$ cat src/rtl/fdm_pkg.sv
// Purpose: Shared constants for the over-range (fast detect) threshold monitor.
// Assumes: Byte-wide local registers, with one copy per converter channel.
// Notes:   Printed register offsets are used as the register addresses.
package fdm_pkg;
    // ----------------------------------------------------------------
    // Geometry
    // ----------------------------------------------------------------
    localparam int NUM_CH   = 2;
    localparam int ADDR_W   = 12;
    localparam int DATA_W   = 8;
    localparam int MAG_W    = 13;
    localparam int DWELL_W  = 16;
    localparam int THR_HI_W = 5;

    // ----------------------------------------------------------------
    // Register offsets
    // ----------------------------------------------------------------
    localparam logic [ADDR_W-1:0] ADDR_PIN_CTRL  = 12'h245;
    localparam logic [ADDR_W-1:0] ADDR_UPPER_LO  = 12'h247;
    localparam logic [ADDR_W-1:0] ADDR_UPPER_HI  = 12'h248;
    localparam logic [ADDR_W-1:0] ADDR_LOWER_LO  = 12'h249;
    localparam logic [ADDR_W-1:0] ADDR_LOWER_HI  = 12'h24A;
    localparam logic [ADDR_W-1:0] ADDR_DWELL_LO  = 12'h24B;
    localparam logic [ADDR_W-1:0] ADDR_DWELL_HI  = 12'h24C;
    localparam logic [ADDR_W-1:0] ADDR_SYNC_CTRL = 12'h26F;

    // ----------------------------------------------------------------
    // Field positions
    // ----------------------------------------------------------------
    localparam int PIN_EN_BIT     = 0;
    localparam int PIN_FVAL_BIT   = 2;
    localparam int PIN_FORCE_BIT  = 3;
    localparam int SYNC_EN_BIT    = 0;
    localparam int SYNC_MODE_BIT  = 1;

    // Writable bit masks; every other bit is reserved and reads zero
    localparam logic [DATA_W-1:0] PIN_CTRL_MASK  = 8'h0D;
    localparam logic [DATA_W-1:0] THR_HI_MASK    = 8'h1F;
    localparam logic [DATA_W-1:0] SYNC_CTRL_MASK = 8'h03;

    // ----------------------------------------------------------------
    // Reset values
    // ----------------------------------------------------------------
    localparam logic [DATA_W-1:0] REG_RESET = 8'h00;
    localparam logic [DWELL_W-1:0] DWELL_RESET = 16'h0000;
endpackage : fdm_pkg

$ cat src/rtl/fdm_monitor.sv
// Purpose: Per-channel over-range detection with thresholds, dwell release,
//          software force and signal-monitor sync to SYSREF edges.
// Assumes: Magnitudes arrive on clk; sysref_in is an asynchronous pin.
// Notes:   Writes go to every channel set in reg_chan_mask; reads come from
//          the lowest channel set in the mask.
`timescale 1ns/1ps
module fdm_monitor (
    // Clock and reset
    input  wire logic                          clk,
    input  wire logic                          rst,
    // Register access port
    input  wire logic [fdm_pkg::ADDR_W-1:0]    reg_addr,
    input  wire logic [fdm_pkg::DATA_W-1:0]    reg_wdata,
    input  wire logic                          reg_wr,
    input  wire logic                          reg_rd,
    input  wire logic [fdm_pkg::NUM_CH-1:0]    reg_chan_mask,
    output logic      [fdm_pkg::DATA_W-1:0]    reg_rdata,
    output logic                               reg_rvalid,
    // Converter magnitudes
    input  wire logic [fdm_pkg::MAG_W-1:0]     mag_a,
    input  wire logic [fdm_pkg::MAG_W-1:0]     mag_b,
    // SYSREF pin and monitor sync pulses
    input  wire logic                          sysref_in,
    output logic      [fdm_pkg::NUM_CH-1:0]    monitor_sync,
    // Over-range pins
    output logic                               overrange_out_a,
    output logic                               overrange_out_b
);
    import fdm_pkg::*;

    // ----------------------------------------------------------------
    // State
    // ----------------------------------------------------------------
    logic [DATA_W-1:0]  pin_ctrl_r  [NUM_CH];
    logic [DATA_W-1:0]  pin_ctrl_nxt[NUM_CH];
    logic [MAG_W-1:0]   upper_r     [NUM_CH];
    logic [MAG_W-1:0]   upper_nxt   [NUM_CH];
    logic [MAG_W-1:0]   lower_r     [NUM_CH];
    logic [MAG_W-1:0]   lower_nxt   [NUM_CH];
    logic [DWELL_W-1:0] dwell_r     [NUM_CH];
    logic [DWELL_W-1:0] dwell_nxt   [NUM_CH];
    logic [DATA_W-1:0]  sync_ctrl_r [NUM_CH];
    logic [DATA_W-1:0]  sync_ctrl_nxt[NUM_CH];
    logic [DWELL_W-1:0] cnt_r       [NUM_CH];
    logic [DWELL_W-1:0] cnt_nxt     [NUM_CH];
    logic [NUM_CH-1:0]  det_r;
    logic [NUM_CH-1:0]  det_nxt;
    logic [NUM_CH-1:0]  pin_r;
    logic [NUM_CH-1:0]  pin_nxt;
    logic [NUM_CH-1:0]  msync_r;
    logic [NUM_CH-1:0]  msync_nxt;
    logic [DATA_W-1:0]  rdata_r;
    logic [DATA_W-1:0]  rdata_nxt;
    logic               rvalid_r;
    logic               rvalid_nxt;
    logic               sysref_meta_r;
    logic               sysref_sync_r;
    logic               sysref_prev_r;
    logic               sysref_edge;
    logic [MAG_W-1:0]   mag [NUM_CH];
    logic [NUM_CH-1:0]  rd_sel;

    assign mag[0] = mag_a;
    assign mag[1] = mag_b;
    // Rising edge seen only after both synchroniser stages
    assign sysref_edge = sysref_sync_r & ~sysref_prev_r;

    // ----------------------------------------------------------------
    // SYSREF synchroniser
    // ----------------------------------------------------------------
    // Pin is asynchronous to clk, so two stages before any logic reads it
    always_ff @(posedge clk or posedge rst) begin
        if (rst) begin
            sysref_meta_r <= 1'b0;
            sysref_sync_r <= 1'b0;
            sysref_prev_r <= 1'b0;
        end else begin
            sysref_meta_r <= sysref_in;
            sysref_sync_r <= sysref_meta_r;
            sysref_prev_r <= sysref_sync_r;
        end
    end

    // ----------------------------------------------------------------
    // Control registers: next-state logic
    // ----------------------------------------------------------------
    // Software-only fields; a write reaches every channel set in the mask
    always_comb begin
        for (int c = 0; c < NUM_CH; c++) begin
            pin_ctrl_nxt[c] = pin_ctrl_r[c];
            upper_nxt[c]    = upper_r[c];
            lower_nxt[c]    = lower_r[c];
            dwell_nxt[c]    = dwell_r[c];
            if (reg_wr && reg_chan_mask[c]) begin
                unique case (reg_addr)
                    ADDR_PIN_CTRL: begin
                        pin_ctrl_nxt[c] = reg_wdata & PIN_CTRL_MASK;
                    end
                    ADDR_UPPER_LO: begin
                        upper_nxt[c][7:0] = reg_wdata;
                    end
                    ADDR_UPPER_HI: begin
                        upper_nxt[c][MAG_W-1:8] = reg_wdata[THR_HI_W-1:0];
                    end
                    ADDR_LOWER_LO: begin
                        lower_nxt[c][7:0] = reg_wdata;
                    end
                    ADDR_LOWER_HI: begin
                        lower_nxt[c][MAG_W-1:8] = reg_wdata[THR_HI_W-1:0];
                    end
                    ADDR_DWELL_LO: begin
                        dwell_nxt[c][7:0] = reg_wdata;
                    end
                    ADDR_DWELL_HI: begin
                        dwell_nxt[c][15:8] = reg_wdata;
                    end
                    // Sync control lives with the sync logic; unmapped writes drop
                    default: ;
                endcase
            end
        end
    end

    // ----------------------------------------------------------------
    // Control registers: state
    // ----------------------------------------------------------------
    // Thresholds reset to zero, so any nonzero magnitude trips the detector
    always_ff @(posedge clk or posedge rst) begin
        if (rst) begin
            for (int c = 0; c < NUM_CH; c++) begin
                pin_ctrl_r[c] <= REG_RESET;
                upper_r[c]    <= '0;
                lower_r[c]    <= '0;
                dwell_r[c]    <= DWELL_RESET;
            end
        end else begin
            for (int c = 0; c < NUM_CH; c++) begin
                pin_ctrl_r[c] <= pin_ctrl_nxt[c];
                upper_r[c]    <= upper_nxt[c];
                lower_r[c]    <= lower_nxt[c];
                dwell_r[c]    <= dwell_nxt[c];
            end
        end
    end

    // ----------------------------------------------------------------
    // Threshold detector with dwell release: next-state logic
    // ----------------------------------------------------------------
    // The detector runs even while the pin is disabled, so enabling the
    // pin shows the current verdict at once rather than a stale one
    always_comb begin
        det_nxt = det_r;
        for (int c = 0; c < NUM_CH; c++) begin
            cnt_nxt[c] = cnt_r[c];
            if (mag[c] > upper_r[c]) begin
                det_nxt[c] = 1'b1;
                cnt_nxt[c] = dwell_r[c];
            end else if (mag[c] >= lower_r[c]) begin
                cnt_nxt[c] = dwell_r[c];
            end else if (cnt_r[c] <= 16'h0001) begin
                // A dwell of zero behaves like one: release on the first low sample
                det_nxt[c] = 1'b0;
                cnt_nxt[c] = 16'h0000;
            end else begin
                cnt_nxt[c] = cnt_r[c] - 16'h0001;
            end
        end
    end

    // ----------------------------------------------------------------
    // Threshold detector: state
    // ----------------------------------------------------------------
    // Counter idles at zero after reset, so the first low sample releases
    always_ff @(posedge clk or posedge rst) begin
        if (rst) begin
            det_r <= '0;
            for (int c = 0; c < NUM_CH; c++) begin
                cnt_r[c] <= DWELL_RESET;
            end
        end else begin
            det_r <= det_nxt;
            for (int c = 0; c < NUM_CH; c++) begin
                cnt_r[c] <= cnt_nxt[c];
            end
        end
    end

    // ----------------------------------------------------------------
    // Over-range pins: next-state logic
    // ----------------------------------------------------------------
    // Force beats enable; a disabled, unforced pin sits low
    always_comb begin
        pin_nxt = '0;
        for (int c = 0; c < NUM_CH; c++) begin
            if (pin_ctrl_r[c][PIN_FORCE_BIT]) begin
                pin_nxt[c] = pin_ctrl_r[c][PIN_FVAL_BIT];
            end else if (pin_ctrl_r[c][PIN_EN_BIT]) begin
                pin_nxt[c] = det_nxt[c];
            end else begin
                pin_nxt[c] = 1'b0;
            end
        end
    end

    // ----------------------------------------------------------------
    // Over-range pins: state
    // ----------------------------------------------------------------
    // Pins are registered so the host never sees a glitch from the compare
    always_ff @(posedge clk or posedge rst) begin
        if (rst) begin
            pin_r <= '0;
        end else begin
            pin_r <= pin_nxt;
        end
    end

    // ----------------------------------------------------------------
    // Monitor sync: next-state logic
    // ----------------------------------------------------------------
    // Next-edge mode disarms itself after one edge; a software write in the
    // same cycle comes last, so a re-arm is never lost to the auto-clear
    always_comb begin
        msync_nxt = '0;
        for (int c = 0; c < NUM_CH; c++) begin
            sync_ctrl_nxt[c] = sync_ctrl_r[c];
            if (sysref_edge && sync_ctrl_r[c][SYNC_EN_BIT]) begin
                msync_nxt[c] = 1'b1;
                if (sync_ctrl_r[c][SYNC_MODE_BIT]) begin
                    sync_ctrl_nxt[c][SYNC_EN_BIT] = 1'b0;
                end
            end
            if (reg_wr && reg_chan_mask[c] && reg_addr == ADDR_SYNC_CTRL) begin
                sync_ctrl_nxt[c] = reg_wdata & SYNC_CTRL_MASK;
            end
        end
    end

    // ----------------------------------------------------------------
    // Monitor sync: state
    // ----------------------------------------------------------------
    // Sync pulse is one clock wide, registered like every other output
    always_ff @(posedge clk or posedge rst) begin
        if (rst) begin
            msync_r <= '0;
            for (int c = 0; c < NUM_CH; c++) begin
                sync_ctrl_r[c] <= REG_RESET;
            end
        end else begin
            msync_r <= msync_nxt;
            for (int c = 0; c < NUM_CH; c++) begin
                sync_ctrl_r[c] <= sync_ctrl_nxt[c];
            end
        end
    end

    // ----------------------------------------------------------------
    // Register read port: next-state logic
    // ----------------------------------------------------------------
    // Reads come from channel A when its mask bit is set, else channel B;
    // read data holds its last value between reads
    always_comb begin
        rd_sel     = reg_chan_mask[0] ? 2'b01 : 2'b10;
        rdata_nxt  = rdata_r;
        rvalid_nxt = reg_rd;
        for (int c = 0; c < NUM_CH; c++) begin
            if (reg_rd && rd_sel[c]) begin
                unique case (reg_addr)
                    ADDR_PIN_CTRL:  rdata_nxt = pin_ctrl_r[c];
                    ADDR_UPPER_LO:  rdata_nxt = upper_r[c][7:0];
                    ADDR_UPPER_HI:  rdata_nxt = {3'h0, upper_r[c][MAG_W-1:8]};
                    ADDR_LOWER_LO:  rdata_nxt = lower_r[c][7:0];
                    ADDR_LOWER_HI:  rdata_nxt = {3'h0, lower_r[c][MAG_W-1:8]};
                    ADDR_DWELL_LO:  rdata_nxt = dwell_r[c][7:0];
                    ADDR_DWELL_HI:  rdata_nxt = dwell_r[c][15:8];
                    ADDR_SYNC_CTRL: rdata_nxt = sync_ctrl_r[c];
                    default:        rdata_nxt = 8'h00;
                endcase
            end
        end
    end

    // ----------------------------------------------------------------
    // Register read port: state
    // ----------------------------------------------------------------
    // Answer comes exactly one clock after the read strobe
    always_ff @(posedge clk or posedge rst) begin
        if (rst) begin
            rdata_r  <= 8'h00;
            rvalid_r <= 1'b0;
        end else begin
            rdata_r  <= rdata_nxt;
            rvalid_r <= rvalid_nxt;
        end
    end

    // ----------------------------------------------------------------
    // Outputs, all straight from flops
    // ----------------------------------------------------------------
    assign overrange_out_a = pin_r[0];
    assign overrange_out_b = pin_r[1];
    assign monitor_sync    = msync_r;
    assign reg_rdata       = rdata_r;
    assign reg_rvalid      = rvalid_r;
endmodule : fdm_monitor

$ cat config.mk
export PLATFORM = sky130hd
export DESIGN_NAME = fdm_monitor
export DESIGN_NICKNAME = d
export VERILOG_FILES = /design/src/rtl/fdm_pkg.sv /design/src/rtl/fdm_monitor.sv
export SDC_FILE = /design/constraint.sdc
export NUM_CORES = 1
export LEC_CHECK = 0
export BUFFER_PORTS_ARGS = -buffer_cell sky130_fd_sc_hd__clkbuf_2
export CORE_MARGIN = 5
export CORE_UTILIZATION = 50
export DETAILED_ROUTE_END_ITERATION = 6
export PLACE_DENSITY = 0.66
export SYNTH_ARGS = -nofsm -noshare
export SYNTH_HDL_FRONTEND = slang
export SYNTH_SLANG_ARGS = --single-unit
$ cat constraint.sdc
create_clock -name clk -period 5.4 [get_ports clk]
set_input_delay 0.27 -clock clk [delete_from_list [all_inputs] [get_ports clk]]
set_output_delay 0.27 -clock clk [all_outputs]
set_load 0.05 [all_outputs]
==> summary by stage <==
Floorplanning
The die is 138 um tall. The floorplan has 46 rows. The floorplan step defined a die boundary enclosing 0.0191 mm2. The horizontal extent of the die is 138 um. The floorplan step defined a core boundary enclosing 0.0160 mm2. The initial utilization of the core area, before any placement, comes to 0.513. The count of pins on the block boundary is 66.

Power
The worst-case IR drop observed on VDD is 202 uV. Of the total power, the clock network draws 0.333. The standby leakage power is 4.44 nW. Of the total power, combinational logic draws 0.279. The proportion of total power due to net switching is 0.333. The sequential cell fraction of total power is 0.388. Cell internal power was estimated by the tool at about 0.0021 W. The net switching power is about 0.0011 W. In this run the power density over the cells is approximately 350 mW/mm2.

Place
The HPWL after detailed placement is 16600 um. Buffers placed on the I/O ports in this run total 65. The weighted congestion reported at the end of routability-driven placement is 0.914.

Clocking
The hold buffer count at cts is 1. Post-CTS timing repair inserted 0 buffers for setup. In this run the clock root is driven by a sky130_fd_sc_hd__clkbuf_16. The later pin in the worst-skew pair is clocked with a latency of 0.43 ns. The clock sink total is 144.

The count of H-tree levels built during CTS is 4. Gates resized during post-CTS repair numbered 0. Clock-pin slew was measured on the worst setup and hold paths at 0.06 ns. The TritonCTS clock tree is yes. In this run the deepest clock path goes through 2 buffers. The number of buffers created by CTS is 17.

Yosys
Yosys printed 0 warnings. Of the total synthesized cell area, the portion taken by AND, OR, NAND and NOR gates is 0.142. For this run, the register share of the synthesized area comes to 0.439.

The mux cell area share after synthesis is 0.112. The post-synthesis net count is 941. Synthesis instantiated 64 different standard cells from the library.

Among all flip-flop cells after synthesis, the most frequent one is sky130_fd_sc_hd__dfrtp_1. The average instance area after synthesis is slightly below 10 um2. The adder-cell area share of the yosys netlist is 0.0853.

The number of synthesized flops with an enable pin is 0. Of the total synthesized cell area, the portion taken by XOR and XNOR cells is 0.0256. The synthesized instance count is 832. The share of flip-flops with an asynchronous set or reset is 1.00. In this run the cell area of the synthesized design comes to 0.00821 mm2. The fraction of the mapped netlist area in compound gates is 0.151. After synthesis the netlist holds a flip-flop and latch count of ~140. The main combinational cell family by area after synthesis is compound AO/OA/AOI/OAI gates.

Setup path
Measured in cells, the most critical reg-to-reg path has a length of 9. Data on the critical path is required at its endpoint by around 5.7 ns. The classification of the worst setup path is primary input to register. The worst setup path is launched from a primary input.

The highest net fanout along the worst path is 20. The endpoint identified for the worst register-to-register timing path is cnt_r[14]. The reg-to-reg critical path startpoint is upper_r[12].

STA classifies the critical path endpoint as a register. The internal reg-to-reg setup slack is 2.63 ns. Data on the critical path arrives at its endpoint at around 3.1 ns.

Timing
The number of failing hold endpoints at the final stage is 0. The final setup TNS is 0 ns. The relative slew slack is 0.311. Setup repair after global routing left no endpoint under its margin.

The worst hold slack after final layout is 0.00826 ns. The worst-case clock skew is 0.0105 ns. Setup violations remaining at the end of the flow were counted as 0. The slew at the pin closest to its max-slew limit is 1.02 ns.

The clock period minus worst slack is about 2.8 ns. The maximum frequency from static timing analysis is 359 MHz. In the finished design, the share of the clock period the worst path needs comes to 0.515. The final max-slew violation count is 0.

Drt
In the final routed layout, each cell accounts on average for 19.9 um. The routed layout has roughly 6600 vias. The routed wire length is 22200 um. Once detail routing completed, the nets flagged for antenna violations numbered 0. The number of design-rule violations left by the first detailed-router iteration is 479.

Before antenna repair, the detailed router went through 5 iterations. Dividing the detail-routed via count by the number of cells gives 5.89. The remaining design rule violation count is 0.

Layout
Measured on the finished design, the core utilization comes to 0.578. The net total in the final layout is ~1000. Compared with the post-synthesis result, the final layout area differs by 12.7%. The number of antenna diodes in the final layout is 0. Fill cells in the final layout number ~1500.

The share of final-layout standard cells stronger than drive strength 1 is 0.210.

Global routing
In the global route stage, overall resource usage came out at 0.235. The number of global-route vias before repair is 6795. The global-route wire length before repair is 36200 um. The initial antenna violation count was 0. The global-route congestion overflow total is 0. Entering global routing, the biggest net connects 88 pins.

Hold path
The classification of the worst-slack hold path is primary input to async pin.

Outcome
The flow ran to the end, and the final reports show no timing, DRC or antenna violations.

Run
The max capacitance violation total is 0.
## layer usage
layer,GRT usage,up-vias,wire length (um)
met5,0,-,0
met4,0.0707,0,437
met3,0.0421,34,1160
met2,0.382,199,10600
met1,0.325,3237,10100
li1,-,3098,-
## layout by cell type, fill, tap and decap left out, types with 5 or more instances in the layout
cell                        Yosys  routed
sky130_fd_sc_hd__dfrtp_1      144     144
sky130_fd_sc_hd__nand2_1       84      84
sky130_fd_sc_hd__o21ai_0       79      78
sky130_fd_sc_hd__mux2_2        70      70
sky130_fd_sc_hd__clkbuf_2       0      65
sky130_fd_sc_hd__inv_1         62      61
sky130_fd_sc_hd__nor2_1        58      58
sky130_fd_sc_hd__ha_1          56      56
sky130_fd_sc_hd__a21oi_1       32      31
sky130_fd_sc_hd__nor3_1        17      17
sky130_fd_sc_hd__clkbuf_16      0      17
sky130_fd_sc_hd__nand3_1       15      15
sky130_fd_sc_hd__o41ai_1       15      15
sky130_fd_sc_hd__a21o_1        13      13
sky130_fd_sc_hd__xnor2_1       13      13
sky130_fd_sc_hd__mux2i_1       11      11
sky130_fd_sc_hd__o22ai_1       11      11
sky130_fd_sc_hd__xor2_1        11      11
sky130_fd_sc_hd__a221o_1        8       8
sky130_fd_sc_hd__or3_1          7       7
sky130_fd_sc_hd__a22oi_1        7       7
sky130_fd_sc_hd__nor2b_1        6       6
sky130_fd_sc_hd__nor3b_1        5       5
sky130_fd_sc_hd__nand4_1        5       5
sky130_fd_sc_hd__clkinv_2       0       5
## final cells by class
class / count / area [um2] / area share
Multi-Input combinational cell: 592 / 4250 / 0.459
Sequential cell: 144 / 3600 / 0.389
Clock buffer: 19 / 443 / 0.0479
Timing Repair Buffer: 70 / 365 / 0.0395
Tap cell: 216 / 270 / 0.0292
Inverter: 62 / 238 / 0.0257
Clock inverter: 13 / 90.1 / 0.00973
## per-stage QoR
step	power, W	cell area [um2]	setup slack [ns]	cells
final	0.00321	9260	2.62	1116
after CTS	0.00322	9260	2.64	1116
after global routing	0.00339	9260	2.50	1116
after global placement	0.00212	8710	2.41	1083
after detailed placement	0.00215	8710	2.29	1083
after floorplan	0.00196	8210	1.26	832
## cell families (layout without fill, tap and decap cells)
logic type | Yosys count | count (layout)
xor+xnor | 24 | 24
flops | 144 | 144
fa+ha+maj | 56 | 56
buf+inv | 96 | 164
compound gates | 196 | 196
simple gates | 234 | 234
mux | 82 | 82
## worst max-delay path, cell delays in order
cell and delay (ns):
sky130_fd_sc_hd__clkbuf_2 0.31, sky130_fd_sc_hd__nor3b_1 0.63, sky130_fd_sc_hd__nand3_1 0.67, sky130_fd_sc_hd__nor3_2 0.77
sky130_fd_sc_hd__mux2_2 0.42
## worst max-delay path by stage
stage | startpoint | end | cells after the start
floorplan | rst | cnt_r[0] | 1
global placement | reg_addr[2] | dwell_r[19] | 5
detailed placement | reg_addr[2] | dwell_r[7] | 5
CTS | cnt_r[24] | cnt_r[24] | 6
global route | cnt_r[0] | pin_r[1] | 8
finish | reg_addr[2] | dwell_r[7] | 5
## synthesized netlist by cell type, types with 3 or more instances
cell type,count,area share
sky130_fd_sc_hd__a2111oi_0,4,0.0043
sky130_fd_sc_hd__a21o_1,13,0.012
sky130_fd_sc_hd__a21oi_1,32,0.019
sky130_fd_sc_hd__a221o_1,8,0.0098
sky130_fd_sc_hd__a22oi_1,7,0.0064
sky130_fd_sc_hd__a31oi_1,3,0.0023
sky130_fd_sc_hd__and2_1,4,0.0030
sky130_fd_sc_hd__clkbuf_1,32,0.015
sky130_fd_sc_hd__dfrtp_1,144,0.44
sky130_fd_sc_hd__ha_1,56,0.085
sky130_fd_sc_hd__inv_1,62,0.028
sky130_fd_sc_hd__mux2_2,70,0.096
sky130_fd_sc_hd__mux2i_1,11,0.013
sky130_fd_sc_hd__nand2_1,84,0.038
sky130_fd_sc_hd__nand3_1,15,0.0091
sky130_fd_sc_hd__nand4_1,5,0.0038
sky130_fd_sc_hd__nor2_1,58,0.027
sky130_fd_sc_hd__nor2b_1,6,0.0046
sky130_fd_sc_hd__nor3_1,17,0.010
sky130_fd_sc_hd__nor3b_1,5,0.0046
sky130_fd_sc_hd__nor4b_1,3,0.0032
sky130_fd_sc_hd__o211ai_1,3,0.0027
sky130_fd_sc_hd__o21ai_0,79,0.048
sky130_fd_sc_hd__o22ai_1,11,0.0084
sky130_fd_sc_hd__o41ai_1,15,0.016
sky130_fd_sc_hd__or3_1,7,0.0053
sky130_fd_sc_hd__or4_1,4,0.0037
sky130_fd_sc_hd__xnor2_1,13,0.014
sky130_fd_sc_hd__xor2_1,11,0.012
## power groups by stage
| stage | Clock, W | Combinational (W) | Sequential (W) |
|---|---|---|---|
| 2_1_floorplan | 0 | 0.000707 | 0.00126 |
| 3_3_place_gp | 0 | 0.000863 | 0.00126 |
| 3_5_place_dp | 0 | 0.000887 | 0.00126 |
| 4_1_cts | 0.00107 | 0.000901 | 0.00125 |
| 5_1_grt | 0.00112 | 0.00101 | 0.00126 |
| 6_report | 0.00107 | 0.000894 | 0.00125 |
## state kept, by name, summed over array words and instances, names as in the netlist, 4 cells and up
name,cells
lower_r,26
pin_ctrl_r,6
sync_ctrl_r,4
upper_r,26
dwell_r,32
cnt_r,32
reg_rdata,8
Power figures use the tool's default switching activity.
